### config.mk
export PLATFORM = sky130hd
export DESIGN_NAME = twm_timer
export DESIGN_NICKNAME = d
export VERILOG_FILES = /design/src/core/twm_timer.v
export VERILOG_INCLUDE_DIRS = /design/src /design/src/core
export SDC_FILE = /design/constraint.sdc
export NUM_CORES = 1
export LEC_CHECK = 0
export BUFFER_PORTS_ARGS = -buffer_cell sky130_fd_sc_hd__buf_2
export CORE_MARGIN = 4
export CORE_UTILIZATION = 50
export CTS_BUF_LIST = sky130_fd_sc_hd__clkbuf_4 sky130_fd_sc_hd__clkbuf_8 sky130_fd_sc_hd__clkbuf_16
export CTS_CLUSTER_DIAMETER = 100
export CTS_CLUSTER_SIZE = 28
export DETAILED_ROUTE_END_ITERATION = 8
export PLACE_DENSITY = 0.79
export SLEW_MARGIN = 20
export SYNTH_ARGS = -nofsm -noshare
export SYNTH_HDL_FRONTEND = slang
export SYNTH_SLANG_ARGS = --single-unit
export TNS_END_PERCENT = 1
### constraint.sdc
create_clock -name i_clock -period 3 [get_ports i_clock]
set_input_delay 0.3 -clock i_clock [delete_from_list [all_inputs] [get_ports i_clock]]
set_output_delay 0.3 -clock i_clock [all_outputs]
set_load 0.05 [all_outputs]
### src/core/twm_defs.vh
// Constants for the timer waveform and compare output control block.
// Assumes a Wishbone classic slave with 8-bit registers in word slots.
`ifndef TWM_DEFS_VH
`define TWM_DEFS_VH
`define TWM_ADR_CTRL_A    6'h2a
`define TWM_ADR_CTRL_B    6'h33
`define TWM_ADR_CNT       6'h32
`define TWM_ADR_CMP_A     6'h29
`define TWM_ADR_CMP_B     6'h28
`define TWM_ADR_STATUS    6'h38
`define TWM_ADR_MASK      6'h39
`define TWM_CTRL_A_MASK   8'hf3
`define TWM_CTRL_B_MASK   8'h08
`define TWM_WGM_HIGH_BIT  3
`define TWM_MAX           8'hff
`define TWM_BOTTOM        8'h00
`define TWM_RESET_VAL     8'h00
`define TWM_ST_OVF        0
`define TWM_ST_CMPA       1
`define TWM_ST_CMPB       2
`define TWM_TYPE_NORMAL   2'h0
`define TWM_TYPE_CTC      2'h1
`define TWM_TYPE_FAST     2'h2
`define TWM_TYPE_PHASE    2'h3
`endif

### src/core/twm_timer.v
// Timer/counter 0 waveform generator with compare outputs.
// Assumes a Wishbone classic master on the same clock; the pins go to port
// logic that applies the pin direction set by software.
`timescale 1ns/1ns
`include "twm_defs.vh"
module twm_timer (
    input  wire       i_clock,
    input  wire       i_nrst,
    input  wire       i_cyc,
    input  wire       i_stb,
    input  wire       i_we,
    input  wire [7:0] i_adr,
    input  wire [3:0] i_sel,
    input  wire [31:0] i_dat,
    output wire [31:0] o_dat,
    output wire       o_ack,
    output reg        o_irq,
    output reg        o_compare_output_a,
    output reg        o_compare_output_b,
    output reg        o_pin_override_a,
    output reg        o_pin_override_b
);
    localparam ST_UP   = 1'b0;
    localparam ST_DOWN = 1'b1;

    reg  [7:0] ctrl_a;
    reg        wave_gen_mode_high;
    reg  [7:0] count;
    reg  [7:0] compare_value_a;
    reg  [7:0] compare_value_b;
    reg  [7:0] buf_cmp_a;
    reg  [7:0] buf_cmp_b;
    reg  [2:0] status;
    reg  [2:0] mask;
    reg        dir;
    reg        ack;
    reg  [31:0] rdat;

    wire [1:0] cmp_out_mode_a = ctrl_a[7:6];
    wire [1:0] cmp_out_mode_b = ctrl_a[5:4];
    wire [1:0] wave_gen_mode_low = ctrl_a[1:0];
    // Mode is assembled from both control registers.
    wire [2:0] wave_gen_mode = {wave_gen_mode_high,
                                wave_gen_mode_low};

    // Classify the mode; reserved values behave as normal counting.
    function [1:0] wave_type;
        input [2:0] m;
        begin
            case (m)
                3'h1, 3'h5: wave_type = `TWM_TYPE_PHASE;
                3'h2:       wave_type = `TWM_TYPE_CTC;
                3'h3, 3'h7: wave_type = `TWM_TYPE_FAST;
                default:    wave_type = `TWM_TYPE_NORMAL;
            endcase
        end
    endfunction

    // Next value of one compare output given its mode field and events.
    function next_pin;
        input       cur;
        input [1:0] com;
        input [1:0] typ;
        input       is_a;
        input       hi;
        input       match;
        input       at_top;
        input       up;
        reg         r;
        begin
            r = cur;
            if (typ == `TWM_TYPE_NORMAL || typ == `TWM_TYPE_CTC) begin
                if (match) begin
                    case (com)
                        2'h1:    r = ~cur;
                        2'h2:    r = 1'b0;
                        2'h3:    r = 1'b1;
                        default: r = cur;
                    endcase
                end
            end else if (com == 2'h1) begin
                // Toggle only for channel A with the high mode bit set.
                if (is_a && hi && match) begin
                    r = ~cur;
                end
            end else if (com[1]) begin
                if (typ == `TWM_TYPE_FAST) begin
                    if (match) begin
                        r = ~com[0] ? 1'b0 : 1'b1;
                    end else if (at_top) begin
                        r = ~com[0] ? 1'b1 : 1'b0;
                    end
                end else if (match) begin
                    r = (up ^ com[0]) ? 1'b0 : 1'b1;
                end
            end
            next_pin = r;
        end
    endfunction

    wire [1:0] typ = wave_type(wave_gen_mode);
    wire       is_pwm = typ[1];
    // TOP source: fixed maximum or compare register A.
    wire [7:0] top = (wave_gen_mode == 3'h0 || wave_gen_mode == 3'h1 ||
                      wave_gen_mode == 3'h3) ? `TWM_MAX
                                             : compare_value_a;
    wire       at_top = (count == top);
    wire       at_max = (count == `TWM_MAX);
    wire       at_bot = (count == `TWM_BOTTOM);
    wire       hit_a = (count == compare_value_a);
    wire       hit_b = (count == compare_value_b);
    // A match at TOP is dropped when the high field bit is set in PWM.
    wire       use_a = hit_a && !(is_pwm && compare_value_a == top
                                  && cmp_out_mode_a[1]);
    wire       use_b = hit_b && !(is_pwm && compare_value_b == top
                                  && cmp_out_mode_b[1]);
    wire       wrap = (typ == `TWM_TYPE_CTC || typ == `TWM_TYPE_FAST)
                      && at_top;
    reg        ovf_evt;
    reg  [7:0] next_count;
    reg        next_dir;

    always @* begin
        next_dir = dir;
        next_count = count + 8'h01;
        case (typ)
            `TWM_TYPE_PHASE: begin
                if (dir == ST_UP) begin
                    if (at_top) begin
                        next_dir = ST_DOWN;
                        next_count = count - 8'h01;
                    end
                end else begin
                    if (at_bot) begin
                        next_dir = ST_UP;
                    end else begin
                        next_count = count - 8'h01;
                    end
                end
            end
            `TWM_TYPE_CTC, `TWM_TYPE_FAST: begin
                if (at_top) begin
                    next_count = `TWM_BOTTOM;
                end
            end
            default: next_count = count + 8'h01;
        endcase
        // Overflow flag point depends on the mode.
        case (wave_gen_mode)
            3'h1, 3'h5: ovf_evt = at_bot && dir == ST_DOWN;
            3'h7:       ovf_evt = at_top;
            3'h4, 3'h6: ovf_evt = 1'b0;
            default:    ovf_evt = at_max;
        endcase
    end

    wire       req = i_cyc && i_stb;
    wire       wr = req && i_we && i_sel[0] && !ack;
    wire       rd = req && !i_we && !ack;
    wire [5:0] reg_adr = i_adr[7:2];

    always @(posedge i_clock or negedge i_nrst) begin
        if (!i_nrst) begin
            ctrl_a <= `TWM_RESET_VAL;
            wave_gen_mode_high <= 1'b0;
            count <= `TWM_RESET_VAL;
            compare_value_a <= `TWM_RESET_VAL;
            compare_value_b <= `TWM_RESET_VAL;
            buf_cmp_a <= `TWM_RESET_VAL;
            buf_cmp_b <= `TWM_RESET_VAL;
            status <= 3'h0;
            mask <= 3'h0;
            dir <= ST_UP;
            ack <= 1'b0;
            rdat <= 32'h0;
            o_irq <= 1'b0;
            o_compare_output_a <= 1'b0;
            o_compare_output_b <= 1'b0;
            o_pin_override_a <= 1'b0;
            o_pin_override_b <= 1'b0;
        end else begin
            ack <= req && !ack;
            count <= next_count;
            dir <= next_dir;
            o_compare_output_a <= next_pin(o_compare_output_a,
                cmp_out_mode_a, typ, 1'b1, wave_gen_mode_high,
                use_a, wrap, dir == ST_UP);
            o_compare_output_b <= next_pin(o_compare_output_b,
                cmp_out_mode_b, typ, 1'b0, wave_gen_mode_high,
                use_b, wrap, dir == ST_UP);
            // The pin belongs to the compare unit once a field is nonzero.
            o_pin_override_a <= |cmp_out_mode_a;
            o_pin_override_b <= |cmp_out_mode_b;
            // Double buffering keeps PWM glitch free mid-period.
            if (!is_pwm || at_top) begin
                compare_value_a <= buf_cmp_a;
                compare_value_b <= buf_cmp_b;
            end
            if (wr) begin
                case (reg_adr)
                    `TWM_ADR_CTRL_A:
                        ctrl_a <= i_dat[7:0] & `TWM_CTRL_A_MASK;
                    `TWM_ADR_CTRL_B:
                        wave_gen_mode_high <=
                            i_dat[`TWM_WGM_HIGH_BIT];
                    `TWM_ADR_CNT: count <= i_dat[7:0];
                    `TWM_ADR_CMP_A: begin
                        buf_cmp_a <= i_dat[7:0];
                        if (!is_pwm) compare_value_a <= i_dat[7:0];
                    end
                    `TWM_ADR_CMP_B: begin
                        buf_cmp_b <= i_dat[7:0];
                        if (!is_pwm) compare_value_b <= i_dat[7:0];
                    end
                    `TWM_ADR_MASK: mask <= i_dat[2:0];
                    default: ;
                endcase
            end
            rdat <= 32'h0;
            if (rd) begin
                case (reg_adr)
                    `TWM_ADR_CTRL_A: rdat[7:0] <= ctrl_a;
                    `TWM_ADR_CTRL_B: rdat[7:0] <=
                        {4'h0, wave_gen_mode_high, 3'h0} & `TWM_CTRL_B_MASK;
                    `TWM_ADR_CNT:    rdat[7:0] <= count;
                    `TWM_ADR_CMP_A:  rdat[7:0] <= buf_cmp_a;
                    `TWM_ADR_CMP_B:  rdat[7:0] <= buf_cmp_b;
                    `TWM_ADR_STATUS: rdat[2:0] <= status;
                    `TWM_ADR_MASK:   rdat[2:0] <= mask;
                    default:         rdat <= 32'h0;
                endcase
            end
            // Events win over the read that clears them.
            status <= ((rd && reg_adr == `TWM_ADR_STATUS) ? 3'h0 : status)
                      | {hit_b, hit_a, ovf_evt};
            o_irq <= |(status & mask);
        end
    end

    assign o_ack = ack;
    assign o_dat = rdat;
endmodule
==> impl_metrics.json, run 1 <==
{
  "status": "completed",
  "leakagePower_nw": 2.27,
  "dpl-instance-area_um2": 4650,
  "ys.flop_type": "dfrtp_1",
  "finalHoldViolCount": 0,
  "ios": 87,
  "drt_iter0_drc": 427,
  "vdd_drop_max_uv": 458,
  "p_per_area_nw_per_um2": 762,
  "clockBufferDepth": 2,
  "drive_above_1_share_pct": 21.3,
  "async_reset_ff_share_pct": 100,
  "ys_top_cells_by_area": "dfrtp_1, mux2_2, buf_4",
  "grt_max_degree": 42,
  "final_common_cell": "dfrtp_1",
  "fin_area_um2": 4890,
  "grt_overflow": 0,
  "cts_root_buf": "clkbuf_8",
  "period_needed_ps": 2760,
  "place_hpwl_um": 8710,
  "core_um2": 8720,
  "start_kind": "flop",
  "synth-seq-area-share_pct": 37.8,
  "yosysTopAreaCell": "dfrtp_1",
  "path_clk_slew_ps": 80,
  "die_w_um": 103,
  "p_int_mw": 2.24,
  "final_core_utilization_pct": 56.1,
  "area_delta_synth_final_pct": 8.70,
  "yosysTopAreaCellShare_pct": 37.8,
  "grt_pass1_vias": 3758,
  "critPathRequiredTime_ps": 3300,
  "synth-seq-cells": 68,
  "netSwitchingFraction_pct": 39.9,
  "synth_cell_types": 67,
  "diodes": 0,
  "post_drt_wl_per_cell_um": 19.8,
  "slew_violations": 0,
  "drc": 0,
  "grtUsageTotal_pct": 24.0,
  "synth_cells": 482,
  "worstSetupPathType": "flop to flop",
  "sequentialPowerShare_pct": 39.7,
  "ant_nets": 0,
  "crit_arrival_ps": 3050,
  "max-cap-violations": 0,
  "final_cell_mix": "dfrtp_1, nand2_1, nor2_1, buf_2, mux2_2",
  "vias": 3888,
  "via_per_inst": 6.27,
  "cts.sinks": 68,
  "initial_core_util_pct": 51.6,
  "hold_path_class": "input pin to asynchronous set/reset pin",
  "synth_warnings": 0,
  "routabilityCongestion": 0.923,
  "power_frac_comb_pct": 35.0,
  "antenna_found_initial": 0,
  "fin_setup_tns_ps": 0,
  "tightest_slew_ps": 971,
  "grt_pass1_wl_um": 19300,
  "syn_area_per_cell_um2": 9.34,
  "p_switching_mw": 1.49,
  "portBuffers": 33,
  "rsz0062_at_grt": "no",
  "crit_fanout": 15,
  "finalSetupViolations": 0,
  "die-area_um2": 10600,
  "power_mw": 3.73,
  "fin_cells": 620,
  "p_clk_share_pct": 25.3,
  "first_pass_iters": 6,
  "htree_num_levels": 3,
  "synth_edf_count": 0,
  "max_freq_ghz": 0.363,
  "cts_buffers": 9,
  "num-nets-final": 563,
  "netlist_area_um2": 4500,
  "nFillCells": 706,
  "fin_crit_sh_pct": 91.9,
  "dpl.cell_count": 604,
  "rows": 34,
  "cp-end-kind": "flop",
  "maxSlewHeadroom_pct": 35.3,
  "drt-total-wl_um": 12300,
  "cts_tree": "yes",
  "fin_skew_ps": 5.66,
  "die_y_um": 103,
  "clk_latency_ps": 360
}
final cells by class:
cell class / instances / area (um2) / area share (%)
multi-input cells: 366 / 2480 / 50.7
inverters: 14 / 52.6 / 1.07
clock buffers: 10 / 131 / 2.69
clock inverters: 6 / 111 / 2.28
flip-flops and latches: 68 / 1700 / 34.8
well taps: 108 / 135 / 2.76
repair buffers: 48 / 278 / 5.68
worst max-delay path, cell delays in order (launching register included):
cell and delay [ps]:
dfrtp_1 380, buf_4 190, and2b_4 330, nor2_4 80
nor4_1 280, a311oi_1 100, o41ai_2 630, mux2i_1 220
a2111o_1 390, nand4_1 90
power groups by stage:
stage / Sequential, mW / Clock (mW) / Combinational [mW]
after CTS: 1.46 / 0.939 / 1.29
final: 1.48 / 0.942 / 1.30
after global placement: 1.47 / 0 / 1.20
after global routing: 1.50 / 0.980 / 1.43
after floorplan: 1.21 / 0 / 1.27
after detailed placement: 1.48 / 0 / 1.27
through the flow:
step | hold WS, ps | setup WS, ps
global placement | 452 | 426
CTS | 119 | 276
detailed placement | 457 | 327
floorplan | 4.41 | 441
finish | 88.1 | 244
global route | 158 | 118
synthesized netlist by cell type (all sizes together), types with 4 or more instances:
library cell,count
dfrtp,68
nand2,48
buf,43
nor2,40
mux2,28
a21oi,26
o21ai,24
xnor2,24
mux2i,18
nand3,15
clkbuf,14
inv,14
a22oi,9
nor3,8
ha,7
nand4,7
xor2,7
nor4,5
o211ai,5
a311oi,4
and3,4
nor4b,4
or3,4
sequential cells by signal, summed over array words and instances, names as in the netlist:
| name | cells |
|---|---|
| buf_cmp_a | 8 |
| buf_cmp_b | 8 |
| compare_value_a | 8 |
| compare_value_b | 8 |
| count | 8 |
| ctrl_a | 6 |
| dir | 1 |
| mask | 3 |
| o_ack | 1 |
| o_compare_output_a | 1 |
| o_compare_output_b | 1 |
| o_dat | 8 |
| o_irq | 1 |
| o_pin_override_a | 1 |
| o_pin_override_b | 1 |
| status | 3 |
| wave_gen_mode_high | 1 |
worst paths after layout:
kind,from,slack [ps],depth (start not counted),end
max,ctrl_a[0],240,9,o_compare_output_b
min,i_nrst,90,1,count[4]
max reg2reg,ctrl_a[0],240,9,o_compare_output_b
min reg2reg,o_ack,480,1,o_ack
max in group asynchronous,i_nrst,2140,2,o_dat[3]
min in group i_clock,i_stb,190,3,o_ack
layer usage:
metal / up-vias / global-route usage (%) / part of all wire, %
met5: - / 0 / 0
met4: 0 / 14.5 / 5.6
met3: 49 / 4.74 / 7.8
met2: 227 / 37.7 / 46
met1: 1887 / 30.5 / 40
li1: 1725 / - / -
kinds of logic after synthesis:
logic type	count (synthesis)	synth area share, %
buffers and inverters	71	8.95
XOR/XNOR	31	6.03
AND/OR/NAND/NOR	154	17.5
adder cells (fa/ha/maj)	7	1.95
AO/OA/AOI/OAI	101	15.2
flip-flops	68	37.8
multiplexers	49	12.5
other	1	0.0833
repair_timing:
action,in CTS,in global routing
resized for setup,0,1
setup endpoints to repair,0,1
setup buffers,0,0
hold buffers,0,0
(Power assumes the default switching activity.)
==> run 2, diff against run 1 <==
--- a/config.mk
+++ b/config.mk
@@ -6,6 +6,7 @@
 export SDC_FILE = /design/constraint.sdc
 export NUM_CORES = 1
 export LEC_CHECK = 0
+export ABC_AREA = 1
 export BUFFER_PORTS_ARGS = -buffer_cell sky130_fd_sc_hd__buf_2
 export CORE_MARGIN = 4
 export CORE_UTILIZATION = 50
==> run 2 against run 1 <==
Compared with the run above:
- die area rose by 0.85%
- highest routed layer unchanged
- clock power fell by 20%
- cell area did not move
- largest power group unchanged
- count of clock-buffer cells in the layout did not move
- first-iteration DRC count fell by 1.4%
- flip-flop and latch count did not move
==> impl_metrics.json, run 2 <==
{
  "maxSlewHeadroom_pct": 39.0,
  "max-cap-violations": 0,
  "r2r-end": "o_compare_output_a",
  "final_common_cell": "nand2_1",
  "ant_nets": 0,
  "synth-seq-area-share_pct": 37.5,
  "crit_fanout": 8,
  "synth-seq-cells": 68,
  "vdd_drop_max_uv": 204,
  "fin_crit_sh_pct": 85.7,
  "finalHoldViolCount": 0,
  "synth_edf_count": 0,
  "reg2reg_from": "ctrl_a[0]",
  "cts_root_buf": "clkbuf_8",
  "dpl.cell_count": 774,
  "worstSetupPathType": "flop to flop",
  "htree_num_levels": 3,
  "grtUsageTotal_pct": 24.8,
  "finalSetupViolations": 0,
  "crit_arrival_ps": 2860,
  "fin_setup_tns_ps": 0,
  "grt_pass1_wl_um": 20200,
  "drt-total-wl_um": 12500,
  "critPathRequiredTime_ps": 3290,
  "hold_buffers": 0,
  "leakagePower_nw": 2.42,
  "yosysTopAreaCell": "dfrtp_1",
  "cp-end-kind": "flop",
  "antenna_found_initial": 0,
  "routabilityCongestion": 0.938,
  "fin_skew_ps": 9.72,
  "die-area_um2": 10700,
  "tightest_slew_ps": 906,
  "clockBufferDepth": 2,
  "die_y_um": 103,
  "start_kind": "flop",
  "synth_warnings": 0,
  "via_per_inst": 5.63,
  "period_needed_ps": 2570,
  "cts.sinks": 68,
  "hold_path_class": "input pin to asynchronous set/reset pin",
  "cts_tree": "yes",
  "place_hpwl_um": 9370,
  "fin_cells": 789,
  "core_um2": 8760,
  "p_per_area_nw_per_um2": 553,
  "vias": 4444,
  "drive_above_1_share_pct": 10.1,
  "reg2reg_depth": 15,
  "final_cell_mix": "nand2_1, inv_1, dfrtp_1, nor2_1, o21ai_0",
  "worst-r2r-setup-slack_ps": 430,
  "power_mw": 2.71,
  "post_drt_wl_per_cell_um": 15.8,
  "drt_iter0_drc": 421,
  "slew_violations": 0,
  "timing.hold.ws_ps": 121,
  "portBuffers": 33,
  "final_core_utilization_pct": 55.8,
  "die_w_um": 103,
  "num-nets-final": 733,
  "path_clk_slew_ps": 80,
  "grt_overflow": 0,
  "ys.flop_type": "dfrtp_1",
  "area_delta_synth_final_pct": 7.71,
  "grt_pass1_vias": 4101,
  "status": "completed",
  "yosysTopAreaCellShare_pct": 37.5,
  "grt_max_degree": 69,
  "drc": 0,
  "initial_core_util_pct": 51.8,
  "diodes": 0,
  "rsz0062_at_grt": "no",
  "first_pass_iters": 6,
  "ios": 87,
  "rows": 34,
  "clk_latency_ps": 360,
  "synth_cell_types": 39,
  "max_freq_ghz": 0.389,
  "syn_area_per_cell_um2": 7.04,
  "async_reset_ff_share_pct": 100,
  "cts_buffers": 9,
  "post_cts_buffers": 0,
  "netlist_area_um2": 4540,
  "ys_top_cells_by_area": "dfrtp_1, nand2_1, inv_1",
  "synth_common_cells": "nand2_1, inv_1, dfrtp_1",
  "yosysMostFrequentCell": "nand2_1",
  "synth_cells": 645
}
-- run 2: cell types whose count changed after synthesis, moves of 17 or more --
cell / delta
nand2_1: +134
inv_1: +66
o21ai_0: +30
mux2_2: -28
nand3_1: +25
xnor2_1: -23
mux2i_1: -18
nor2_1: +18
xor2_1: +17
-- run 2: repair_timing --
| action | CTS | global route |
|---|---|---|
| resized for setup | 0 | 1 |
| endpoints found under the hold margin | 0 | 0 |
| setup endpoints to repair | 0 | 1 |
-- run 2: how the worst max path moves through the flow --
stage,start,endpoint,slack [ps],depth (start not counted)
2_1_floorplan,ctrl_a[0],o_compare_output_a,920,13
3_3_place_gp,ctrl_a[0],o_compare_output_a,570,14
3_5_place_dp,ctrl_a[0],o_compare_output_a,450,14
4_1_cts,ctrl_a[0],o_compare_output_a,390,15
5_1_grt,ctrl_a[0],o_compare_output_a,120,14
6_report,ctrl_a[0],o_compare_output_a,430,15
-- run 2: through the flow --
step	setup WS, ps	area (um2)
6_report	430	4890
5_1_grt	119	4890
4_1_cts	389	4890
3_5_place_dp	451	4700
3_3_place_gp	570	4700
2_1_floorplan	924	4630
-- run 2: cell type report --
cell class | count | area [um2]
clock inverters | 5 | 52.6
inverters | 83 | 312
multi-input cells | 474 | 2330
well taps | 108 | 135
flip-flops and latches | 68 | 1700
clock buffers | 10 | 138
repair buffers | 41 | 225
fillers | 847 | 3870
-- run 2: logic make-up after synthesis --
| logic type | synth area share (%) |
|---|---|
| AO/OA/AOI/OAI | 13.4 |
| XOR/XNOR | 4.82 |
| adder cells (fa/ha/maj) | 1.93 |
| buffers and inverters | 13.2 |
| flip-flops | 37.5 |
| other | 0.0826 |
| AND/OR/NAND/NOR | 29.0 |
-- run 2: layer usage --
layer,wire [um],vias up,GRT usage [%]
met5,0,-,0
met1,5270,2080,34.5
met3,1170,37,4.63
met4,364,0,9.06
met2,5680,235,38.6
li1,-,2092,-
-- run 2: power by group --
group / switching [mW] / leakage (nW) / internal [mW] / total (mW)
Sequential: 0.129 / 0.900 / 0.981 / 1.11
Clock: 0.356 / 0.0979 / 0.397 / 0.753
Combinational: 0.563 / 1.43 / 0.280 / 0.843
-- run 2: worst max-delay path, cell delays in order (launching register included) --
cell	delay [ps]
dfrtp_1	540
inv_2	160
nor2_1	220
inv_1	50
o21ai_0	160
inv_1	120
ha_1	280
nor2_2	280
inv_1	150
nor2_1	130
o21ai_0	100
nand2_1	90
nor2_1	40
nand3_1	70
nand2_1	50
nand2_1	60
